[config.mk]
export PLATFORM = sky130hd
export DESIGN_NAME = fpll_divider_config
export DESIGN_NICKNAME = d
export VERILOG_FILES = /design/src/fpll_pkg.sv /design/src/fpll_divider_config.sv
export SDC_FILE = /design/constraint.sdc
export NUM_CORES = 1
export LEC_CHECK = 0
export BUFFER_PORTS_ARGS = -buffer_cell sky130_fd_sc_hd__buf_2
export CORE_MARGIN = 8
export CORE_UTILIZATION = 45
export DETAILED_ROUTE_END_ITERATION = 7
export SYNTH_ARGS = -nofsm -noshare
export SYNTH_HDL_FRONTEND = slang
export SYNTH_SLANG_ARGS = --single-unit
[constraint.sdc]
create_clock -name clk_sys -period 4.2 [get_ports clk_sys]
set_clock_uncertainty 0.2 [all_clocks]
set_input_delay 1.26 -clock clk_sys [delete_from_list [all_inputs] [get_ports clk_sys]]
set_output_delay 1.26 -clock clk_sys [all_outputs]
set_load 0.02 [all_outputs]
[src/fpll_pkg.sv]
// Constants and types shared by the synthesiser divider configuration block.
// Assumes byte-wide control registers reached over an internal register port.
package fpll_pkg;

	// ==========================================================
	// Register offsets
	localparam logic [7:0] ADDR_M    = 8'h02;
	localparam logic [7:0] ADDR_N    = 8'h03;
	localparam logic [7:0] ADDR_P    = 8'h04;
	localparam logic [7:0] ADDR_FRAC = 8'h05;

	// ==========================================================
	// Writable bit masks (reserved bits stay zero)
	localparam logic [7:0] MASK_M    = 8'hfe;
	localparam logic [7:0] MASK_N    = 8'hff;
	localparam logic [7:0] MASK_P    = 8'h7e;
	localparam logic [7:0] MASK_FRAC = 8'h7f;
	localparam logic [7:0] RESET_VAL = 8'h00;

	// ==========================================================
	// Field positions
	localparam int M_LSB      = 1;
	localparam int REFSEL_BIT = 7;
	localparam int P_LSB      = 1;
	localparam int Q_LSB      = 4;
	localparam int FRAC_LSB   = 0;
	localparam int DITH_LSB   = 5;

	// ==========================================================
	// Divider limits
	localparam logic [8:0] N_MIN    = 9'h00a;
	localparam logic [8:0] N_MAX    = 9'h0fa;
	localparam int         FRAC_DEN = 32;

	// Dither levels in field order
	typedef enum logic [1:0] {
		DITH_MED,
		DITH_SMALL,
		DITH_LARGE,
		DITH_OFF
	} dither_type;

	// Stored configuration bytes
	typedef struct packed {
		logic [7:0] m;
		logic [7:0] n;
		logic [7:0] p;
		logic [7:0] frac;
	} cfg_type;

endpackage : fpll_pkg

[src/fpll_divider_config.sv]
// Divider and configuration logic of a fractional audio clock synthesiser.
// Assumes synchronous reference levels and a one-cycle oscillator tick input.
//
// What this block does
// - Reference is master clock or bit clock
// - Output usable only while synthesiser allowed
// - Input divider ratio is code plus one
// - Feedback integer clamps to 10..250
// - Output divider ratio is code plus one
// - Bypass divider code maps to fixed ratios
// - Fraction code adds thirty-seconds to feedback
// - Zero fraction gives pure integer division
// - Dither field selects medium, small, large, off
// - Output equals reference times N over MP
// - Clocks to 30 MHz, error shaped away
// - Bypass divides master clock for plain rates
`timescale 1ns/1ps
`default_nettype none
module fpll_divider_config (
	// Clock and reset
	input  wire logic       clk_sys,
	input  wire logic       rstn,
	// Register port
	input  wire logic [7:0] reg_addr,
	input  wire logic [7:0] reg_wdata,
	input  wire logic       reg_wr,
	input  wire logic       reg_rd,
	output var  logic [7:0] reg_rdata_reg,
	// Clock sources and oscillator
	input  wire logic       mclk_in,
	input  wire logic       bclk_in,
	input  wire logic       vco_tick,
	input  wire logic       pll_allow,
	// Divider outputs
	output var  logic       cmp_tick_reg,
	output var  logic       fb_tick_reg,
	output var  logic       pll_out_tick_reg,
	output var  logic       q_tick_reg
);

	// ==========================================================
	// Decoders
	function automatic logic [8:0] n_ratio(input logic [7:0] code);
		if ({1'b0, code} < fpll_pkg::N_MIN) begin
			n_ratio = fpll_pkg::N_MIN;
		end else if ({1'b0, code} > fpll_pkg::N_MAX) begin
			n_ratio = fpll_pkg::N_MAX;
		end else begin
			n_ratio = {1'b0, code};
		end
	endfunction : n_ratio

	function automatic logic [3:0] q_ratio(input logic [2:0] code);
		unique case (code)
			3'h0: q_ratio = 4'h2;
			3'h1: q_ratio = 4'h3;
			3'h2: q_ratio = 4'h4;
			3'h3: q_ratio = 4'h6;
			3'h4: q_ratio = 4'h8;
			3'h5: q_ratio = 4'ha;
			3'h6: q_ratio = 4'hc;
			3'h7: q_ratio = 4'hd;
		endcase
	endfunction : q_ratio

	// ==========================================================
	// Register file
	fpll_pkg::cfg_type cfg_reg, cfg_next;
	logic [7:0]        rdata_next;

	// Writes are masked so reserved bits hold zero
	always_comb begin
		cfg_next   = cfg_reg;
		rdata_next = reg_rdata_reg;
		if (reg_wr) begin
			unique case (reg_addr)
				fpll_pkg::ADDR_M:    cfg_next.m    = reg_wdata & fpll_pkg::MASK_M;
				fpll_pkg::ADDR_N:    cfg_next.n    = reg_wdata & fpll_pkg::MASK_N;
				fpll_pkg::ADDR_P:    cfg_next.p    = reg_wdata & fpll_pkg::MASK_P;
				fpll_pkg::ADDR_FRAC: cfg_next.frac = reg_wdata & fpll_pkg::MASK_FRAC;
				default:             cfg_next      = cfg_reg;
			endcase
		end
		if (reg_rd) begin
			unique case (reg_addr)
				fpll_pkg::ADDR_M:    rdata_next = cfg_reg.m;
				fpll_pkg::ADDR_N:    rdata_next = cfg_reg.n;
				fpll_pkg::ADDR_P:    rdata_next = cfg_reg.p;
				fpll_pkg::ADDR_FRAC: rdata_next = cfg_reg.frac;
				default:             rdata_next = 8'h00;
			endcase
		end
	end

	// Field views
	logic [5:0]           m_code;
	logic [2:0]           p_code;
	logic [2:0]           q_code;
	logic [4:0]           frac_code;
	fpll_pkg::dither_type dith;
	logic                 ref_sel;
	assign m_code    = cfg_reg.m[fpll_pkg::M_LSB +: 6];
	assign ref_sel   = cfg_reg.m[fpll_pkg::REFSEL_BIT];
	assign p_code    = cfg_reg.p[fpll_pkg::P_LSB +: 3];
	assign q_code    = cfg_reg.p[fpll_pkg::Q_LSB +: 3];
	assign frac_code = cfg_reg.frac[fpll_pkg::FRAC_LSB +: 5];
	assign dith      = fpll_pkg::dither_type'(cfg_reg.frac[fpll_pkg::DITH_LSB +: 2]);

	// ==========================================================
	// Divider state
	logic       ref_prev_reg, ref_prev_next;
	logic       mclk_prev_reg, mclk_prev_next;
	logic [5:0] m_cnt_reg, m_cnt_next;
	logic [8:0] fb_cnt_reg, fb_cnt_next;
	logic [8:0] fb_target_reg, fb_target_next;
	logic [4:0] acc_reg, acc_next;
	logic [6:0] lfsr_reg, lfsr_next;
	logic [2:0] p_cnt_reg, p_cnt_next;
	logic [3:0] q_cnt_reg, q_cnt_next;
	logic       cmp_next, fb_next, out_next, q_next;
	logic       ref_level, ref_edge, mclk_edge;
	logic [2:0] dith_amp;
	logic signed [7:0] acc_sum;

	// Reference multiplexer and edge detect
	assign ref_level = ref_sel ? bclk_in : mclk_in;
	assign ref_edge  = ref_level & ~ref_prev_reg;
	assign mclk_edge = mclk_in & ~mclk_prev_reg;

	// Dither amplitude; none when off or when the fraction is zero
	always_comb begin
		unique case (dith)
			fpll_pkg::DITH_MED:   dith_amp = 3'h2;
			fpll_pkg::DITH_SMALL: dith_amp = 3'h1;
			fpll_pkg::DITH_LARGE: dith_amp = 3'h4;
			fpll_pkg::DITH_OFF:   dith_amp = 3'h0;
		endcase
		if (frac_code == 5'h00) begin
			dith_amp = 3'h0;
		end
	end

	// Sigma-delta sum: fraction plus zero-mean dither
	assign acc_sum = $signed({3'h0, acc_reg}) + $signed({3'h0, frac_code})
		+ (lfsr_reg[0] ? $signed({5'h00, dith_amp}) : -$signed({5'h00, dith_amp}));

	// Next state of all dividers
	always_comb begin
		ref_prev_next  = ref_level;
		mclk_prev_next = mclk_in;
		m_cnt_next     = m_cnt_reg;
		fb_cnt_next    = fb_cnt_reg;
		fb_target_next = fb_target_reg;
		acc_next       = acc_reg;
		lfsr_next      = lfsr_reg;
		p_cnt_next     = p_cnt_reg;
		q_cnt_next     = q_cnt_reg;
		cmp_next       = 1'b0;
		fb_next        = 1'b0;
		out_next       = 1'b0;
		q_next         = 1'b0;
		// Input divider: code plus one reference edges
		if (ref_edge) begin
			if (m_cnt_reg >= m_code) begin
				m_cnt_next = 6'h00;
				cmp_next   = 1'b1;
			end else begin
				m_cnt_next = m_cnt_reg + 6'h01;
			end
		end
		// Feedback divider; the carry stretches one period by one tick
		if (vco_tick) begin
			if (fb_cnt_reg + 9'h001 >= fb_target_reg) begin
				fb_cnt_next = 9'h000;
				fb_next     = 1'b1;
				lfsr_next   = {lfsr_reg[5:0], lfsr_reg[6] ^ lfsr_reg[5]};
				acc_next    = acc_sum[4:0];
				// A big fraction with large dither can carry twice in one period
				if (acc_sum >= $signed(8'(2 * fpll_pkg::FRAC_DEN))) begin
					fb_target_next = n_ratio(cfg_reg.n) + 9'h002;
				end else if (acc_sum >= $signed(8'(fpll_pkg::FRAC_DEN))) begin
					fb_target_next = n_ratio(cfg_reg.n) + 9'h001;
				end else if (acc_sum < 8'sd0) begin
					fb_target_next = n_ratio(cfg_reg.n) - 9'h001;
				end else begin
					fb_target_next = n_ratio(cfg_reg.n);
				end
			end else begin
				fb_cnt_next = fb_cnt_reg + 9'h001;
			end
			// Output divider, gated by the allow level
			if (p_cnt_reg >= p_code) begin
				p_cnt_next = 3'h0;
				out_next   = pll_allow;
			end else begin
				p_cnt_next = p_cnt_reg + 3'h1;
			end
		end
		// Bypass divider on the master clock
		if (mclk_edge) begin
			if (q_cnt_reg + 4'h1 >= q_ratio(q_code)) begin
				q_cnt_next = 4'h0;
				q_next     = 1'b1;
			end else begin
				q_cnt_next = q_cnt_reg + 4'h1;
			end
		end
	end

	// ==========================================================
	// Registers
	always_ff @(posedge clk_sys or negedge rstn) begin
		if (!rstn) begin
			cfg_reg          <= {4{fpll_pkg::RESET_VAL}};
			reg_rdata_reg    <= 8'h00;
			ref_prev_reg     <= 1'b0;
			mclk_prev_reg    <= 1'b0;
			m_cnt_reg        <= 6'h00;
			fb_cnt_reg       <= 9'h000;
			fb_target_reg    <= fpll_pkg::N_MIN;
			acc_reg          <= 5'h00;
			lfsr_reg         <= 7'h01;
			p_cnt_reg        <= 3'h0;
			q_cnt_reg        <= 4'h0;
			cmp_tick_reg     <= 1'b0;
			fb_tick_reg      <= 1'b0;
			pll_out_tick_reg <= 1'b0;
			q_tick_reg       <= 1'b0;
		end else begin
			cfg_reg          <= cfg_next;
			reg_rdata_reg    <= rdata_next;
			ref_prev_reg     <= ref_prev_next;
			mclk_prev_reg    <= mclk_prev_next;
			m_cnt_reg        <= m_cnt_next;
			fb_cnt_reg       <= fb_cnt_next;
			fb_target_reg    <= fb_target_next;
			acc_reg          <= acc_next;
			lfsr_reg         <= lfsr_next;
			p_cnt_reg        <= p_cnt_next;
			q_cnt_reg        <= q_cnt_next;
			cmp_tick_reg     <= cmp_next;
			fb_tick_reg      <= fb_next;
			pll_out_tick_reg <= out_next;
			q_tick_reg       <= q_next;
		end
	end
endmodule : fpll_divider_config
`default_nettype wire

Word level (Yosys, flattened, before mapping)
Memories as Yosys holds them, arrays and structs flattened.
Index checks and enable logic that the tools add are counted.
- flip-flop bits (word level): 85
- bits in read-only memories: 32
- output and inout port bits: 12
- logic and storage cells: 92
- memories kept: 1
- add/sub/neg operators: 10
- $lt $le $gt $ge: 9
- eq/ne operators: 7
- mux-type cells: 35
- bitwise logic cells: 5
- reduce and logical (&&, ||, !) cells: 7
- memories (name ; words ; bits a word ; rd ports ; clocked after memory_dff ; wr ports ; RTL line ; source):
    (no name shown) ; 8 ; 4 ; 1 ; 0 ; 0 ; fpll_divider_config.sv:54 ; unique case (code)
- operator list (kind ; number):
    $mux 9 ; 17
    $pmux 8 s4 ; 1
    $add 9x1->9 const B ; 2
    $eq 8x2->1 const B ; 2
    $eq 8x3->1 const B ; 2
    $mux 8 ; 2
    $pmux 3 s4 ; 1
    $reduce_and 2->1 ; 5
    $add 9x2->9 const B ; 1
    $ge 9x9->1 ; 1
    $mux 1 ; 9
    $sub 9x1->9 const B ; 1
    $add 7x8->8 ; 1
    $ge 8x7->1 const B ; 1
    $ge 8x8->1 const B ; 1
    $gt 8x8->1 const B ; 1
    $lt 8x1->1 const B ; 1
    $lt 8x4->1 const B ; 1
    $mux 4 ; 2
    $neg 3->8 ; 1
    $add 5x5->6 ; 1
    $add 6x1->6 const B ; 1
    $ge 6x6->1 ; 1
    $mux 3 ; 2
    12 further kinds ; 15

Longest topological paths before layout
- depth in word-level cells: 16
- depth in mapped cells: 18
- mapped depth without buffers: 17

Worst setup path before layout
OpenSTA, ideal clock, no wires.
- path type: register -> register
- from: register cfg_reg[0] (netlist bit)
- to: register fb_target_reg[0]
- setup time: 0.125 ns
- arrival time: 3.625 ns
- required time: 3.875 ns
- slack: 0.250 ns
- stages on the path, launching flop included: 16
- path buffers: 1
- path through: dfrtp_1 -> or4_1 -> nor2_1 -> or3b_2 -> ha_1 -> mux2_2 -> ha_1 -> a211o_1 -> a21oi_1 -> o211ai_1 -> and3_1 -> nor2_1 -> buf_4 -> o21ai_0 -> xnor2_1 -> mux2_2
- longest elaborated chain between the ends: 9
- elaborated cells between the ends (all ways): 12
- classes of those cells: add/sub: 3; order compare: 3; mux: 5; reduce/logical: 1
- ends and longest elaborated chain (element ; RTL line ; source):
    start, declared ; fpll_divider_config.sv:68 ; fpll_pkg::cfg_type cfg_reg, cfg_next;
    start signal, assigned ; fpll_divider_config.sv:214 ; cfg_reg <= {4{fpll_pkg::RESET_VAL}};
    start signal, assigned ; fpll_divider_config.sv:230 ; cfg_reg <= cfg_next;
    $logic_not 5->1 ; fpll_divider_config.sv:138 ; if (frac_code == 5'h00) begin
    $mux 3 ; fpll_divider_config.sv:138 ;
    $neg 3->8 ; fpll_divider_config.sv:145 ; + (lfsr_reg[0] ? $signed({5'h00, dith_amp}) : -$signed({5'h00, dith_amp}));
    $mux 8 ; fpll_divider_config.sv:145 ;
    $add 7x8->8 * ; fpll_divider_config.sv:145 ;
    $lt 8x1->1 ; fpll_divider_config.sv:183 ; end else if (acc_sum < 8'sd0) begin
    $mux 9 ; fpll_divider_config.sv:183 ;
    $mux 9 ; fpll_divider_config.sv:181 ; end else if (acc_sum >= $signed(8'(fpll_pkg::FRAC_DEN))) begin
    $mux 9 * ; fpll_divider_config.sv:179 ; if (acc_sum >= $signed(8'(2 * fpll_pkg::FRAC_DEN))) begin
    end signal, assigned ; fpll_divider_config.sv:220 ; fb_target_reg <= fpll_pkg::N_MIN;
    end signal, assigned ; fpll_divider_config.sv:236 ; fb_target_reg <= fb_target_next;
    end, declared ; fpll_divider_config.sv:115 ; logic [8:0] fb_target_reg, fb_target_next;
Every way passes the cells marked *; elsewhere a longest branch is shown, timed or not.
A chain may end at the register's enable or synchronous reset.

Final worst setup path
- from: register cfg_reg[4] (netlist bit)
- to: register fb_target_reg[3]
The elaborated chain is that of the path after synthesis.

==> flow_metrics.tcl <==
set metrics [dict create \
    cp.required_ns 4.26 \
    cts_tree "done" \
    synth_area_sq_mm 0.005241 \
    drv_slew 0 \
    status "finished clean" \
    grt_start_max_net_pins 34 \
    die_area_sq_mm 0.01536 \
    maxSlewHeadroom 0.6145 \
    htree_levels 3 \
    grt_pass1_wl_mm 20.16 \
    syn_inst 516 \
    startpoint_type "flip-flop" \
    synth_edf_count 0 \
    cp.arrival_ns 4.10 \
    root_buffer "clkbuf_16" \
    place.gp.congestion 0.8495 \
    final_cell_mix "dfrtp_1 (82), ha_1 (42), nand2_1 (41)" \
    layout-drive-gt1-share 0.2222 \
    fin_crit_ns 4.032 \
    die_y_microns 123.9 \
    total_leakage_power_nw 2.884 \
    hp-class "reg -> reg" \
    maxCapViolations 0 \
    syn_avg_cell_area_sq_um 10.16 \
    hold_viol 0 \
    syn_to_final_growth_pct 14.30 \
    use_met3 0.03037 \
    power.total_mw 2.481 \
    cts_hold_buf 0 \
    max_slew.worst_pin.slew_ns 0.5761 \
    grt_pass1_vias 4143 \
    grt_usage 0.1662 \
    grt.met2_usage 0.2696 \
    ys_ff_latch 85 \
    top_usage_layer "met2" \
    p_per_area_mw_per_mm2 414.2 \
    drcViolationCount 0 \
    max_stage_delay_ns 0.46 \
    rrSetupSlack_ns 0.17 \
    r2r_start "cfg_reg[4]" \
    cp_max_fo 6 \
    ir_drop_mv 0.3053 \
    viasPerCell 5.718 \
    worstSetupEndpointType "flip-flop" \
    dpl.hpwl_mm 8.815 \
    crit_start "cfg_reg[4]" \
    ys.flop_type "dfrtp_1" \
    port-buffer-count 35 \
    ios 36 \
    largest_register_ffs 28 \
    routedWlPerCell_microns 16.46 \
    synth.distinct_cells 65 \
    wl_mm 11.69 \
    vias 4060 \
    met1_usage 0.2134 \
    fmax_mhz 248.0 \
    ys_warn_count 0 \
    synth_seq_area_share 0.4065 \
    fin_nets 631 \
    clock_sinks 85 \
    cts_buffers 9 \
    ant_nets 0 \
    crit_slowest_cell "or3b_2" \
    synth_async_sr_flop_share 1.000 \
    start_util 0.4590 \
    clockBufferDepth 2 \
    first_pass_iters 4 \
    final_common_cell "dfrtp_1" \
    path_clk_slew_ns 0.06 \
    hp-start "reg_rdata_reg[5]" \
    crit_type "reg -> reg" \
    die_width_microns 123.9 \
    drt_iter0_markers 288 \
    row_count 39 \
    holdWs_ns 0.2808 \
    n_antenna_cell 0 \
    clk_latency_ns 0.34 \
    antenna_found_initial 0 \
    core_area_sq_mm 0.01142 \
    setup_viol 0 \
    grt-ovfl-total 0 \
    finalCritPeriodShare 0.9600 \
    fillCellCount 1049 \
    syn-num-nets 584 \
    worstPathCellList "or4_4 > nor2_4 > or3b_2 > ha_1 > mux2_2 > inv_1 > fa_1 > nand2b_1 > a21oi_1 > a41oi_1 > o22a_1 > a21boi_0 > o21ai_0 > a221o_1 > o22ai_1" \
]
final cells by class:
class / count / area (sq um) / area share
Multi-Input combinational cell: 383 / 2925 / 0.4883
Clock inverter: 6 / 112.6 / 0.01880
Timing Repair Buffer: 49 / 286.5 / 0.04783
Inverter: 35 / 131.4 / 0.02193
Clock buffer: 9 / 225.2 / 0.03759
Tap cell: 143 / 178.9 / 0.02987
Sequential cell: 85 / 2131 / 0.3557
Yosys cell counts (3+ instances only):
master      n  area, sq um
a31oi_1     3        18.77
nor2b_1     3        18.77
nand3_1    17        85.08
o31ai_1     3        22.52
nor3_1      9        45.04
a22oi_1     3        22.52
nand2b_1   15        93.84
o21a_1      3        22.52
a211o_1     5        43.79
ha_1       42        525.5
nand2_1    41        153.9
dfstp_2     3        78.83
o211ai_1    3        22.52
a21boi_0    3        22.52
xnor2_1    12        105.1
inv_1      34        127.6
mux2i_1     3        30.03
o2bb2ai_1  16        140.1
nor2_1     25        93.84
a21o_1     13        97.59
a221oi_1    6        52.55
a22o_1      9        78.83
dfrtp_1    82         2052
xor2_1      9        78.83
or2_2       3        18.77
a21oi_1    19        95.09
o21ai_0    33        165.2
and3_1      7        43.79
mux2_2     40        450.4
clkbuf_1    8        30.03
worst max-delay path: cells and delay by family, from the launching register on:
| family | cells | cell delay (ns) |
|---|---|---|
| AOI/OAI and AO/OA | 7 | 1.55 |
| adders and majority gates | 2 | 0.71 |
| buffers and inverters | 1 | 0.06 |
| DFF | 1 | 0.43 |
| muxes | 1 | 0.15 |
| and+or+nand+nor | 4 | 0.85 |
final timing paths:
| path | endpoint | depth (start not counted) |
|---|---|---|
| min in group asynchronous | lfsr_reg[4] | 1 |
| max in group asynchronous | fb_target_reg[3] | 2 |
| min reg2reg | reg_rdata_reg[5] | 1 |
| max | fb_target_reg[3] | 15 |
| min | reg_rdata_reg[5] | 1 |
| max reg2reg | fb_target_reg[3] | 15 |
cells by family after synthesis:
kind of cell / after synthesis / synth area share
adders and majority gates: 44 / 0.1079
AOI/OAI and AO/OA: 140 / 0.1919
buffers and inverters: 48 / 0.03939
and+or+nand+nor: 134 / 0.1253
muxes: 44 / 0.09382
DFF: 85 / 0.4065
xor gates and xnor gates: 21 / 0.03509
through the flow:
| stage | worst slack (ns) | utilization | std cells | setup TNS [ns] | instance area, sq um |
|---|---|---|---|---|---|
| finish | 0.1681 | 0.5247 | 710 | 0 | 5991 |
| global route | -0.006360 | 0.5247 | 710 | -0.009833 | 5991 |
| CTS | 0.04129 | 0.5218 | 709 | 0 | 5958 |
| detailed placement | 0.05517 | 0.4922 | 694 | 0 | 5620 |
| global placement | 0.1575 | 0.4922 | 694 | 0 | 5620 |
| floorplan | 0.2500 | - | 516 | 0 | 5241 |
power by group:
group,total (mW),internal (mW),switching [mW]
logic,0.595,0.277,0.318
registers,0.974,0.891,0.0829
clock network,0.912,0.579,0.333
total,2.48,1.75,0.734
metal layers:
metal | share of wire | wire, microns | vias up
met5 | 0 | 0 | -
met1 | 0.46 | 5319 | 1987
met4 | 0.020 | 238 | 0
met3 | 0.038 | 445 | 16
li1 | - | - | 1974
met2 | 0.49 | 5685 | 83
repair_timing:
action | CTS | global route
buffers inserted | 0 | 1
resized for setup | 0 | 8
setup endpoints to repair | 0 | 8
Note: power is estimated with default switching activity, not from simulation.
